File: src/opf_params.svh
// constants for the optical path failover controller
`ifndef OPF_PARAMS_SVH
`define OPF_PARAMS_SVH
`define OPF_CLK_HZ      40000000
`define OPF_SEC_CYCLES  (`OPF_CLK_HZ * 1)
`define OPF_SETTLE_MS   10
`define OPF_SETTLE_CYC  (`OPF_CLK_HZ / 1000 * `OPF_SETTLE_MS)
`define OPF_A_CTRL      8'h00
`define OPF_A_THRA      8'h04
`define OPF_A_THRB      8'h08
`define OPF_A_HYST      8'h0C
`define OPF_A_HOLD      8'h10
`define OPF_A_STAT      8'h14
`define OPF_A_PWRA      8'h18
`define OPF_A_PWRB      8'h1C
`define OPF_C_MODE      0
`define OPF_C_REVERT    1
`define OPF_C_PRIM      2
`define OPF_C_POS       3
`define OPF_CTRL_RST    4'h2
`define OPF_THR_RST     16'h0032
`define OPF_THR_MIN     16'hFF9C
`define OPF_THR_MAX     16'h008C
`define OPF_HYST_RST    16'h000A
`define OPF_HYST_MIN    16'h0005
`define OPF_HYST_MAX    16'h005F
`define OPF_HOLD_RST    16'h003C
`define OPF_HOLD_MIN    16'h0000
`define OPF_HOLD_MAX    16'h0258
`define OPF_EXCESS      16'h00F0
`define OPF_S_POS       0
`define OPF_S_LOLA      1
`define OPF_S_LOLB      2
`define OPF_S_DARK      3
`define OPF_S_NOSW      4
`define OPF_S_SUPPLY    5
`define OPF_S_EXCESS    6
`define OPF_RESP_OKAY   2'h0
`define OPF_RESP_SLVERR 2'h2
`endif

File: src/opf_pkg.sv
// types shared by the failover controller files
package opf_pkg;
  typedef enum logic {OPF_AUTO, OPF_MANUAL} opf_mode_e;
  typedef logic signed [15:0] opf_pwr_t;
endpackage

File: src/opf_hold_timer.sv
// restore hold timer counting whole seconds
`include "opf_params.svh"
module opf_hold_timer
  import opf_pkg::*;
#(
  parameter int TICKS_PER_SEC = `OPF_SEC_CYCLES
) (
  input  logic       clk,
  input  logic       rst_n,
  input  logic       run,
  input  logic [9:0] holdSec,
  output logic       expired
);
  localparam int TW = $clog2(TICKS_PER_SEC + 1);
  localparam logic [TW-1:0] TLAST = TW'(TICKS_PER_SEC - 1);

  logic [TW-1:0] tick_q;
  logic [9:0]    sec_q;

  // dropping below the restore level wipes the count
  always_ff @(posedge clk) begin
    if (!rst_n || !run) begin
      tick_q <= '0;
      sec_q  <= '0;
    end else if (sec_q < holdSec) begin
      if (tick_q == TLAST) begin
        tick_q <= '0;
        sec_q  <= sec_q + 10'h001;
      end else begin
        tick_q <= tick_q + TW'(1);
      end
    end
  end

  assign expired = run && (sec_q >= holdSec);

  timerCancel_a: assert property (@(posedge clk) disable iff (!rst_n)
    !run |=> (sec_q == 10'h000) && (tick_q == '0))
    else $error("hold timer not cleared after restore level lost");
endmodule

File: src/opf_ctrl.sv
// optical protection switch controller with AXI4-Lite registers
//
// The implementer's own choices: the register addresses and the AXI4-Lite interface to the registers.
`include "opf_params.svh"
module opf_ctrl
  import opf_pkg::*;
#(
  parameter int TICKS_PER_SEC = `OPF_SEC_CYCLES,
  parameter int SETTLE_CYC    = `OPF_SETTLE_CYC
) (
  input  logic        clk,
  input  logic        rst_n,
  input  logic [7:0]  s_axi_awaddr,
  input  logic        s_axi_awvalid,
  output logic        s_axi_awready,
  input  logic [31:0] s_axi_wdata,
  input  logic [3:0]  s_axi_wstrb,
  input  logic        s_axi_wvalid,
  output logic        s_axi_wready,
  output logic [1:0]  s_axi_bresp,
  output logic        s_axi_bvalid,
  input  logic        s_axi_bready,
  input  logic [7:0]  s_axi_araddr,
  input  logic        s_axi_arvalid,
  output logic        s_axi_arready,
  output logic [31:0] s_axi_rdata,
  output logic [1:0]  s_axi_rresp,
  output logic        s_axi_rvalid,
  input  logic        s_axi_rready,
  input  opf_pwr_t    powerA,
  input  opf_pwr_t    powerB,
  input  logic        posSense,
  input  logic        railsOk,
  output logic        switchSel
);
  localparam int SW = $clog2(SETTLE_CYC + 1);
  localparam logic [SW-1:0] SLAST = SW'(SETTLE_CYC - 1);

  ////////////////////////////////////////////////////////////////////////
  function automatic logic mapped(input logic [7:0] a);
    mapped = (a[1:0] == 2'h0) && (a <= `OPF_A_PWRB);
  endfunction

  function automatic logic [15:0] clampVal(input logic [15:0] v, input logic [15:0] lo,
                                           input logic [15:0] hi);
    if ($signed(v) < $signed(lo)) begin
      clampVal = lo;
    end else if ($signed(v) > $signed(hi)) begin
      clampVal = hi;
    end else begin
      clampVal = v;
    end
  endfunction

  function automatic logic [31:0] merge(input logic [31:0] old, input logic [31:0] nw,
                                        input logic [3:0] strb);
    for (int i = 0; i < 4; i++) begin
      merge[i*8 +: 8] = strb[i] ? nw[i*8 +: 8] : old[i*8 +: 8];
    end
  endfunction

  ////////////////////////////////////////////////////////////////////////
  logic [7:0]  awAddr_q;
  logic [31:0] wData_q;
  logic [3:0]  wStrb_q;
  logic        awHeld_q;
  logic        wHeld_q;
  logic        doWr;

  assign doWr = awHeld_q && wHeld_q && !s_axi_bvalid;

  // address and data are taken in either order, response after both
  always_ff @(posedge clk) begin
    if (!rst_n) begin
      awAddr_q      <= 8'h00;
      wData_q       <= 32'h0000_0000;
      wStrb_q       <= 4'h0;
      awHeld_q      <= 1'b0;
      wHeld_q       <= 1'b0;
      s_axi_awready <= 1'b1;
      s_axi_wready  <= 1'b1;
      s_axi_bvalid  <= 1'b0;
      s_axi_bresp   <= `OPF_RESP_OKAY;
    end else begin
      if (s_axi_awvalid && s_axi_awready) begin
        awAddr_q      <= s_axi_awaddr;
        awHeld_q      <= 1'b1;
        s_axi_awready <= 1'b0;
      end
      if (s_axi_wvalid && s_axi_wready) begin
        wData_q      <= s_axi_wdata;
        wStrb_q      <= s_axi_wstrb;
        wHeld_q      <= 1'b1;
        s_axi_wready <= 1'b0;
      end
      if (doWr) begin
        s_axi_bvalid <= 1'b1;
        s_axi_bresp  <= mapped(awAddr_q) ? `OPF_RESP_OKAY : `OPF_RESP_SLVERR;
        awHeld_q     <= 1'b0;
        wHeld_q      <= 1'b0;
      end
      if (s_axi_bvalid && s_axi_bready) begin
        s_axi_bvalid  <= 1'b0;
        s_axi_awready <= 1'b1;
        s_axi_wready  <= 1'b1;
      end
    end
  end

  ////////////////////////////////////////////////////////////////////////
  logic [3:0]  ctrl_q;
  logic [15:0] thrA_q;
  logic [15:0] thrB_q;
  logic [15:0] hyst_q;
  logic [15:0] hold_q;
  logic [31:0] ctrlNew;
  logic        ctrlWr;
  opf_mode_e   mode;

  assign ctrlNew = merge({28'h0000000, ctrl_q}, wData_q, wStrb_q);
  assign ctrlWr  = doWr && (awAddr_q == `OPF_A_CTRL);
  assign mode    = opf_mode_e'(ctrl_q[`OPF_C_MODE]);

  // out-of-range settings are clamped to the nearest legal value
  always_ff @(posedge clk) begin
    if (!rst_n) begin
      ctrl_q <= `OPF_CTRL_RST;
      thrA_q <= `OPF_THR_RST;
      thrB_q <= `OPF_THR_RST;
      hyst_q <= `OPF_HYST_RST;
      hold_q <= `OPF_HOLD_RST;
    end else if (doWr) begin
      case (awAddr_q)
        `OPF_A_CTRL: ctrl_q <= ctrlNew[3:0];
        `OPF_A_THRA: thrA_q <= clampVal(16'(merge({16'h0000, thrA_q}, wData_q, wStrb_q)),
                                        `OPF_THR_MIN, `OPF_THR_MAX);
        `OPF_A_THRB: thrB_q <= clampVal(16'(merge({16'h0000, thrB_q}, wData_q, wStrb_q)),
                                        `OPF_THR_MIN, `OPF_THR_MAX);
        `OPF_A_HYST: hyst_q <= clampVal(16'(merge({16'h0000, hyst_q}, wData_q, wStrb_q)),
                                        `OPF_HYST_MIN, `OPF_HYST_MAX);
        `OPF_A_HOLD: hold_q <= clampVal(16'(merge({16'h0000, hold_q}, wData_q, wStrb_q)),
                                        `OPF_HOLD_MIN, `OPF_HOLD_MAX);
        default: ;
      endcase
    end
  end

  ////////////////////////////////////////////////////////////////////////
  opf_pwr_t pwr [2];
  opf_pwr_t thr [2];
  logic [1:0] low;
  logic [1:0] over;

  assign pwr[0] = powerA;
  assign pwr[1] = powerB;
  assign thr[0] = opf_pwr_t'(thrA_q);
  assign thr[1] = opf_pwr_t'(thrB_q);

  genvar g;
  generate
    for (g = 0; g < 2; g++) begin : gPath
      assign low[g]  = pwr[g] < thr[g];
      assign over[g] = pwr[g] >= opf_pwr_t'(`OPF_EXCESS);
    end
  endgenerate

  logic     prim;
  logic     onPrim;
  logic     lowP;
  logic     lowS;
  logic     aboveRestore;
  logic     runHold;
  logic     holdDone;
  logic     pos_d;
  logic     pos_q;

  assign prim   = ctrl_q[`OPF_C_PRIM];
  assign onPrim = (pos_q == prim);
  assign lowP   = low[prim];
  assign lowS   = low[!prim];
  assign aboveRestore = 17'(signed'(pwr[prim])) > 17'(signed'(thr[prim])) + 17'(signed'(hyst_q));
  assign runHold = (mode == OPF_AUTO) && ctrl_q[`OPF_C_REVERT] && !onPrim && aboveRestore;

  opf_hold_timer #(
    .TICKS_PER_SEC (TICKS_PER_SEC)
  ) u_opf_hold_timer (
    .clk     (clk),
    .rst_n   (rst_n),
    .run     (runHold),
    .holdSec (hold_q[9:0]),
    .expired (holdDone)
  );

  always_comb begin
    pos_d = pos_q;
    if (ctrlWr) begin
      if (ctrlNew[`OPF_C_MODE]) begin
        pos_d = ctrlNew[`OPF_C_POS];
      end
    end else if (mode == OPF_AUTO) begin
      if (lowP && lowS) begin
        pos_d = prim;
      end else if (lowP) begin
        pos_d = !prim;
      end else if (lowS || onPrim) begin
        pos_d = prim;
      end else if (ctrl_q[`OPF_C_REVERT] && holdDone) begin
        pos_d = prim;
      end
    end
  end

  always_ff @(posedge clk) begin
    if (!rst_n) begin
      pos_q     <= 1'b0;
      switchSel <= 1'b0;
    end else begin
      pos_q     <= pos_d;
      switchSel <= pos_d;
    end
  end

  ////////////////////////////////////////////////////////////////////////
  // the switch is mechanical, so a fresh command gets time to settle
  logic [SW-1:0] settle_q;
  logic          settling_q;
  logic          noSw_q;

  always_ff @(posedge clk) begin
    if (!rst_n) begin
      settle_q   <= '0;
      settling_q <= 1'b0;
      noSw_q     <= 1'b0;
    end else if (pos_d != pos_q) begin
      settle_q   <= '0;
      settling_q <= 1'b1;
    end else if (settling_q) begin
      if (settle_q == SLAST) begin
        settling_q <= 1'b0;
        noSw_q     <= (posSense != pos_q);
      end else begin
        settle_q <= settle_q + SW'(1);
      end
    end
  end

  ////////////////////////////////////////////////////////////////////////
  logic [6:0] stat_q;

  always_ff @(posedge clk) begin
    if (!rst_n) begin
      stat_q <= 7'h00;
    end else begin
      stat_q[`OPF_S_POS]    <= posSense;
      stat_q[`OPF_S_LOLA]   <= !low[0];
      stat_q[`OPF_S_LOLB]   <= !low[1];
      stat_q[`OPF_S_DARK]   <= !(low[0] && low[1]);
      stat_q[`OPF_S_NOSW]   <= !noSw_q;
      stat_q[`OPF_S_SUPPLY] <= railsOk;
      stat_q[`OPF_S_EXCESS] <= !(|over);
    end
  end

  ////////////////////////////////////////////////////////////////////////
  function automatic logic [31:0] readMux(input logic [7:0] a);
    case (a)
      `OPF_A_CTRL: readMux = {28'h0000000, ctrl_q};
      `OPF_A_THRA: readMux = {{16{thrA_q[15]}}, thrA_q};
      `OPF_A_THRB: readMux = {{16{thrB_q[15]}}, thrB_q};
      `OPF_A_HYST: readMux = {16'h0000, hyst_q};
      `OPF_A_HOLD: readMux = {16'h0000, hold_q};
      `OPF_A_STAT: readMux = {25'h0, stat_q};
      `OPF_A_PWRA: readMux = {{16{powerA[15]}}, powerA};
      `OPF_A_PWRB: readMux = {{16{powerB[15]}}, powerB};
      default:     readMux = 32'h0000_0000;
    endcase
  endfunction

  always_ff @(posedge clk) begin
    if (!rst_n) begin
      s_axi_arready <= 1'b1;
      s_axi_rvalid  <= 1'b0;
      s_axi_rdata   <= 32'h0000_0000;
      s_axi_rresp   <= `OPF_RESP_OKAY;
    end else if (s_axi_arvalid && s_axi_arready) begin
      s_axi_arready <= 1'b0;
      s_axi_rvalid  <= 1'b1;
      s_axi_rdata   <= readMux(s_axi_araddr);
      s_axi_rresp   <= mapped(s_axi_araddr) ? `OPF_RESP_OKAY : `OPF_RESP_SLVERR;
    end else if (s_axi_rvalid && s_axi_rready) begin
      s_axi_arready <= 1'b1;
      s_axi_rvalid  <= 1'b0;
    end
  end

  ////////////////////////////////////////////////////////////////////////
  autoFailover_a: assert property (@(posedge clk) disable iff (!rst_n)
    (mode == OPF_AUTO) && !ctrlWr && onPrim && lowP && !lowS |=> (pos_q != $past(prim)))
    else $error("primary loss did not move switch to backup");

  manualHold_a: assert property (@(posedge clk) disable iff (!rst_n)
    (mode == OPF_MANUAL) && !ctrlWr |=> $stable(pos_q))
    else $error("switch moved in manual mode without command");

  resetDefaults_a: assert property (@(posedge clk)
    !rst_n |=> (ctrl_q == `OPF_CTRL_RST) && (thrA_q == `OPF_THR_RST) && (hold_q == `OPF_HOLD_RST))
    else $error("settings not at defaults after reset");

  primaryHeld_a: assert property (@(posedge clk) disable iff (!rst_n)
    (mode == OPF_AUTO) && !ctrlWr && !lowP ##1 (mode == OPF_AUTO) && !ctrlWr && onPrim && !lowP
    |=> onPrim)
    else $error("switch left healthy primary");

  bothDark_a: assert property (@(posedge clk) disable iff (!rst_n)
    (mode == OPF_AUTO) && !ctrlWr && lowP && lowS |=> (pos_q == $past(prim)) && !stat_q[`OPF_S_DARK])
    else $error("both dark not handled");

  lossFlag_a: assert property (@(posedge clk) disable iff (!rst_n)
    low[0] |=> !stat_q[`OPF_S_LOLA])
    else $error("path A loss of light not reported");

  excessPower_a: assert property (@(posedge clk) disable iff (!rst_n)
    (powerA >= opf_pwr_t'(`OPF_EXCESS)) || (powerB >= opf_pwr_t'(`OPF_EXCESS))
    |=> !stat_q[`OPF_S_EXCESS])
    else $error("excessive power not reported");

  noRevert_a: assert property (@(posedge clk) disable iff (!rst_n)
    (mode == OPF_AUTO) && !ctrlWr && !ctrl_q[`OPF_C_REVERT] && !onPrim && !lowS |=> $stable(pos_q))
    else $error("switch reverted with revert off");

  supplyFlag_a: assert property (@(posedge clk) disable iff (!rst_n)
    !railsOk |=> !stat_q[`OPF_S_SUPPLY])
    else $error("supply failure not reported");
endmodule

File: config.mk
export PLATFORM = sky130hd
export DESIGN_NAME = opf_ctrl
export DESIGN_NICKNAME = d
export VERILOG_FILES = /design/src/opf_pkg.sv /design/src/opf_hold_timer.sv /design/src/opf_ctrl.sv
export VERILOG_INCLUDE_DIRS = /design/src
export SDC_FILE = /design/constraint.sdc
export NUM_CORES = 1
export LEC_CHECK = 0
export BUFFER_PORTS_ARGS = -buffer_cell sky130_fd_sc_hd__buf_4
export CAP_MARGIN = 10
export CORE_MARGIN = 3
export CORE_UTILIZATION = 60
export CTS_CLUSTER_DIAMETER = 40
export DETAILED_ROUTE_END_ITERATION = 8
export PLACE_DENSITY = 0.82
export SYNTH_ARGS = -nofsm -noshare
export SYNTH_HDL_FRONTEND = slang
export SYNTH_HIERARCHICAL = 1
export SYNTH_SLANG_ARGS = --single-unit
File: constraint.sdc
create_clock -name clk -period 6.7 [get_ports clk]
set_input_delay 0.67 -clock clk [delete_from_list [all_inputs] [get_ports clk]]
set_output_delay 0.67 -clock clk [all_outputs]
set_load 0.02 [all_outputs]
After elaboration in Yosys (flattened, before gate mapping):

Cells that the tools add are included.

* flip-flop bits (word level): 202
* output and inout bits: 42
* logic and storage cells: 163

* $add $sub $neg: 4
* magnitude comparators: 20
* eq/ne operators: 16
* muxes and demuxes: 45
* bitwise logic cells: 5
* reduce and logical (&&, ||, !) cells: 47

Operators by type and width (count)
* $pmux 32 s8: 1
* $mux 16: 14
* $mux 8: 8
* $eq 8x5->1 const B: 5
* $eq 8x4->1 const B: 4
* $ge 16x9->1 const B: 2
* $gt 16x9->1 const B: 2
* $lt 16x16->1: 2
* $lt 16x8->1 const B: 2
* $add 26x1->26 const B: 1
* $eq 26x26->1 const B: 1
* $mux 26: 1
* $add 19x1->19 const B: 1
* $eq 19x19->1 const B: 1
* $mux 1: 18
* $add 16x16->17: 1
* $gt 16x17->1: 1
* $logic_and 1x1->1: 17
* $eq 8x3->1 const B: 2
* $gt 16x11->1 const B: 1
* $gt 16x8->1 const B: 1
* $le 8x5->1 const B: 2
* $logic_not 8->1: 2
* $lt 16x1->1 const B: 1
* other kinds (19): 46

Depth between registers and ports, before layout:

* word-level depth: 18
* mapped depth: 30

By module:

The synthesis kept the hierarchy.

By module, submodules not included
* opf_ctrl: instances 1, cells an instance 1134, area each 9236.4 µm², seq. area each 2962.8 µm²
* opf_hold_timer: instances 1, cells an instance 303, area each 2331.0 µm², seq. area each 720.7 µm²

Worst setup path after synthesis:

OpenSTA, ideal clock, no wires.

* path kind: register -> register
* from: register ctrl_q[2]
* to: register settle_q[10]
* arrival time: 5.784 ns
* slack: 0.836 ns
* stages on the path, launching flop included: 30
* path buffers: 3
* clock period less this slack: 5.864 ns
* cells stage by stage: dfxtp_1 > clkbuf_1 > buf_1 > mux2_2 > ha_1 > fa_1 > a21o_1 > a21o_1 > a21oi_1 > o21ai_0 > a211oi_1 > o21ai_0 > a31oi_1 > xor2_1 > ha_1 > and4_1 > nand2_1 > nor2_1 > o21ai_0 > and4_1 > nor4_1 > a21boi_0 > nand2_1 > nor2_1 > a21oi_1 > o21a_1 > a21bo_2 > nand3_4 > buf_6 > a211oi_2

* cells in the longest elaborated chain, start to end: 17

RTL lines
* from (decl): line opf_ctrl.sv:111 `logic [3:0] ctrl_q;`
* from (signal assigned): line opf_ctrl.sv:127 `` ctrl_q <= `OPF_CTRL_RST; ``
* from (signal assigned): line opf_ctrl.sv:134 `` `OPF_A_CTRL: ctrl_q <= ctrlNew[3:0]; ``
* $not 1->2 (implied by the code): line opf_ctrl.sv:181 `assign aboveRestore = 17'(signed'(pwr[prim])) > 17'(signed'(thr[prim])) + 17'(signed'(hyst_q));`
* $mux 16 (implied by the code) (3 in series): line opf_ctrl.sv:181
* $add 16x16->17: line opf_ctrl.sv:181
* $gt 16x17->1: line opf_ctrl.sv:181
* $logic_and 1x1->1 *: line opf_ctrl.sv:182 `` assign runHold = (mode == OPF_AUTO) && ctrl_q[`OPF_C_REVERT] && !onPrim && aboveRestore; ``
* via runHold: line opf_ctrl.sv:172 `logic runHold;`
* $logic_and 1x1->1 *: line opf_hold_timer.sv:35 `assign expired = run && (sec_q >= holdSec);`
* via holdDone: line opf_ctrl.sv:173 `logic holdDone;`
* $logic_and 1x1->1 *: line opf_ctrl.sv:207 `` end else if (ctrl_q[`OPF_C_REVERT] && holdDone) begin ``
* $mux 1 *: line opf_ctrl.sv:207
* $mux 1 *: line opf_ctrl.sv:205 `end else if (lowS || onPrim) begin`
* $mux 1 *: line opf_ctrl.sv:203 `end else if (lowP) begin`
* $mux 1 *: line opf_ctrl.sv:201 `if (lowP && lowS) begin`
* $mux 1 *: line opf_ctrl.sv:200 `end else if (mode == OPF_AUTO) begin`
* $mux 1 *: line opf_ctrl.sv:196 `if (ctrlWr) begin`
* $ne 1x1->1 *: line opf_ctrl.sv:234 `end else if (pos_d != pos_q) begin`
* $reduce_or 2->1 (no line) *
* to (signal assigned): line opf_ctrl.sv:242 `settle_q <= settle_q + SW'(1);`
* to (decl): line opf_ctrl.sv:225 `logic [SW-1:0] settle_q;`

The timed path passes the listed nets; every way through them passes the cells marked *. The select of a mux whose other input is x is not followed.
A chain may end at the register's enable or synchronous reset.

Final worst setup path:

* from: register ctrl_q[2]
* to: register settle_q[1]

Same word-level chain as after synthesis.

==> out/results.ini <==
[timing]
hold_viol_final = 0
period_needed_ns = 6.25
finalSetupTns_ns = 0
period_share_pct = 93.3
fmax_mhz = 160
clock_skew_ns = 0.0160
slew_headroom_pct = 13.5
slew_viol_final = 0
rsz0062_at_grt = no
setup_viol = 0
tightestPinTransition_ns = 1.29

[global_route]
grt_start_max_net_pins = 94
gr-total-overflow = 0
antenna_found_initial = 1
grt_pass1_wl_um = 53700
track_usage_pct = 32.1
grt_pass1_vias = 10280

[floorplanning]
rows = 50
chipHeight_um = 145
initial_core_util_pct = 61.4
core_um2 = 18800
io_pins = 135
fp.dieW_um = 145
die-area_um2 = 21000

[synth]
async_flop_share_pct = 0
ys_ff_latch = 184
syn-cell-area_um2 = 11600
ys_types = 86
synth_edf_count = 0
syn_inst = 1437
synth_top_area_share_pct = 31.8
syn_avg_cell_area_um2 = 8.05
yosys-top-cells-area = dfxtp_1 32%, ha_1 8.2%, nand2_1 5.6%
ys_warn_count = 6
synth_seq_area_share_pct = 31.8
yosys.area.top_type = dfxtp_1
ys.flop_type = dfxtp_1

[power_and_ir_drop]
leakage_nw = 5.01
p_per_area_nw_per_um2 = 187
internal_power_w = 0.00173
ir_drop_uv = 215
clkPwrFrac_pct = 42.5
switching_power_w = 0.000715
switching_share_pct = 29.2
comb_power_share_pct = 10.6
sequentialPowerShare_pct = 46.9

[final_layout]
final_util_pct = 69.3
nets = 1667
drive_gt1_share_pct = 14.1
design_area_um2 = 13100
final_cells = 1771
area_growth_pct = 12.9

[routing]
wl_per_cell_um = 19.5
antenna_left = 0
drc = 0
drt-initial-drc-count = 1659
routed_wl_um = 34600
vias_per_cell = 6.47
vias = 11453
first_pass_iters = 7

[run_status]
status = finished clean

[clock_network]
root_buffer = clkbuf_16
cts_buffer_depth = 2
htreeDepth = 4
clk_latency_ns = 0.45
hold_buffers = 0
clock_sinks = 184
cts_made_buffers = 17
cts.clk_slew.worst_paths_ns = 0.08
cts_setup_buffers = 0
cts_tree = yes

[run]
drv_cap = 0

[critical_path]
critPathRequiredTime_ns = 7.03
critPathCaptureType = register
crit_fanout = 38
crit_top_cell = nand2_1
path_class = reg -> reg
cpMaxStageDelayCell = a221oi_1
crit_arrival_ns = 6.58
startpoint_type = register
cp_slowest_stage_delay_ns = 0.43

[worst_hold_path]
hp-class = in -> reg

[place]
dp_hpwl_um = 25500
dp.cells = 1738
routabilityCongestion = 0.988
port_buffers = 114
placed_area_um2 = 12400

metal layers:
metal,vias up,part of all wire (%),global-route usage (%)
met5,-,0,0
met1,5305,43,46.2
li1,5452,-,-
met3,73,11,7.69
met2,623,43,47.9
met4,0,2.7,9.67
path summary, 6_finish.rpt:
check / start / end / slack (ns) / cells past startpoint
min: s_axi_wvalid / s_axi_wready / 0.44 / 2
max reg2reg: ctrl_q[2] / settle_q[1] / 0.45 / 28
min reg2reg: awAddr_q[1] / awAddr_q[1] / 0.47 / 2
max: ctrl_q[2] / settle_q[1] / 0.45 / 28
layout by cell type (no fill, tap or decap), drive strengths merged, types with 25 or more instances in the layout:
| cell | n |
|---|---|
| o21ai | 81 |
| and3 | 28 |
| nand3 | 58 |
| a21oi | 127 |
| nor3 | 37 |
| inv | 84 |
| dfxtp | 184 |
| a221oi | 28 |
| nand2 | 172 |
| nor4 | 25 |
| nor2 | 71 |
| buf | 129 |
| nand4 | 30 |
| ha | 76 |
Yosys cell counts (all sizes together), types with 13 or more instances:
master and n:
dfxtp 184, nand2 172, a21oi 127, o21ai 81, ha 76, inv 75, nor2 71, nand3 58
clkbuf 57, nor3 37, buf 32, nand4 30, a221oi 28, and3 28, nor4 25, a211oi 24
a31oi 21, nand2b 21, o31ai 20, xor2 20, or3 18, mux2 17, o22ai 17, o21a 15
a22oi 14, or4 14, a21o 13, a22o 13
critical path, delay by kind of cell, from the launching register on:
family / cells / cell delay [ns]
xor gates and xnor gates: 1 / 0.11
and+or+nand+nor: 11 / 1.70
adders and majority gates: 2 / 0.63
AOI/OAI and AO/OA: 12 / 2.86
buffers and inverters: 2 / 0.46
DFF: 1 / 0.35
flip-flops by register name (all words and copies together) (netlist names), 2 cells and up:
signal	cells
u_opf_hold_timer/tick_q	26
settle_q	19
s_axi_rdata	17
hyst_q	16
thrA_q	16
thrB_q	16
wData_q	16
hold_q	15
u_opf_hold_timer/sec_q	10
awAddr_q	8
stat_q	7
ctrl_q	4
wStrb_q	2
power by group through the flow:
stage          combinational (W)  clock (W)  sequential (W)
4_1_cts                 0.000256    0.00105         0.00115
3_5_place_dp            0.000254          0         0.00117
2_1_floorplan           0.000155          0         0.00117
5_1_grt                 0.000283    0.00109         0.00115
6_report                0.000260    0.00104         0.00115
3_3_place_gp            0.000251          0         0.00117
what timing repair did:
item | CTS | global route
resized for setup | 0 | 1
endpoints found under the setup margin | 0 | 1
hold endpoints to repair | 0 | 0
kinds of logic (layout without fill, tap and decap cells):
logic type	after synthesis	in the layout	synth area share (%)
AND/OR/NAND/NOR	518	518	23.2
AO/OA/AOI/OAI	436	436	25.5
flip-flops	184	184	31.8
buffers and inverters	164	236	6.23
adder cells (fa/ha/maj)	77	77	8.39
XOR/XNOR	31	31	2.35
multiplexers	26	26	2.43
other	1	3	0.0324
per-stage QoR:
stage          worst slack, ns  hold WS, ns  power (W)
6_report                 0.450        0.439    0.00245
5_1_grt                 0.0318        0.459    0.00252
4_1_cts                  0.484        0.438    0.00245
3_5_place_dp             0.631        0.454    0.00143
3_3_place_gp             0.766        0.444    0.00142
2_1_floorplan            0.836        0.436    0.00132
cell type report:
| type | count | area [µm²] |
|---|---|---|
| Multi-Input combinational cell | 1090 | 7170 |
| Fill cell | 1555 | 5770 |
| Sequential cell | 184 | 3680 |
| Clock buffer | 17 | 425 |
| Tap cell | 260 | 325 |
| Antenna cell | 1 | 2.50 |
| Inverter | 75 | 282 |
| Clock inverter | 15 | 185 |
| Timing Repair Buffer | 129 | 985 |
(Power assumes the default switching activity.)
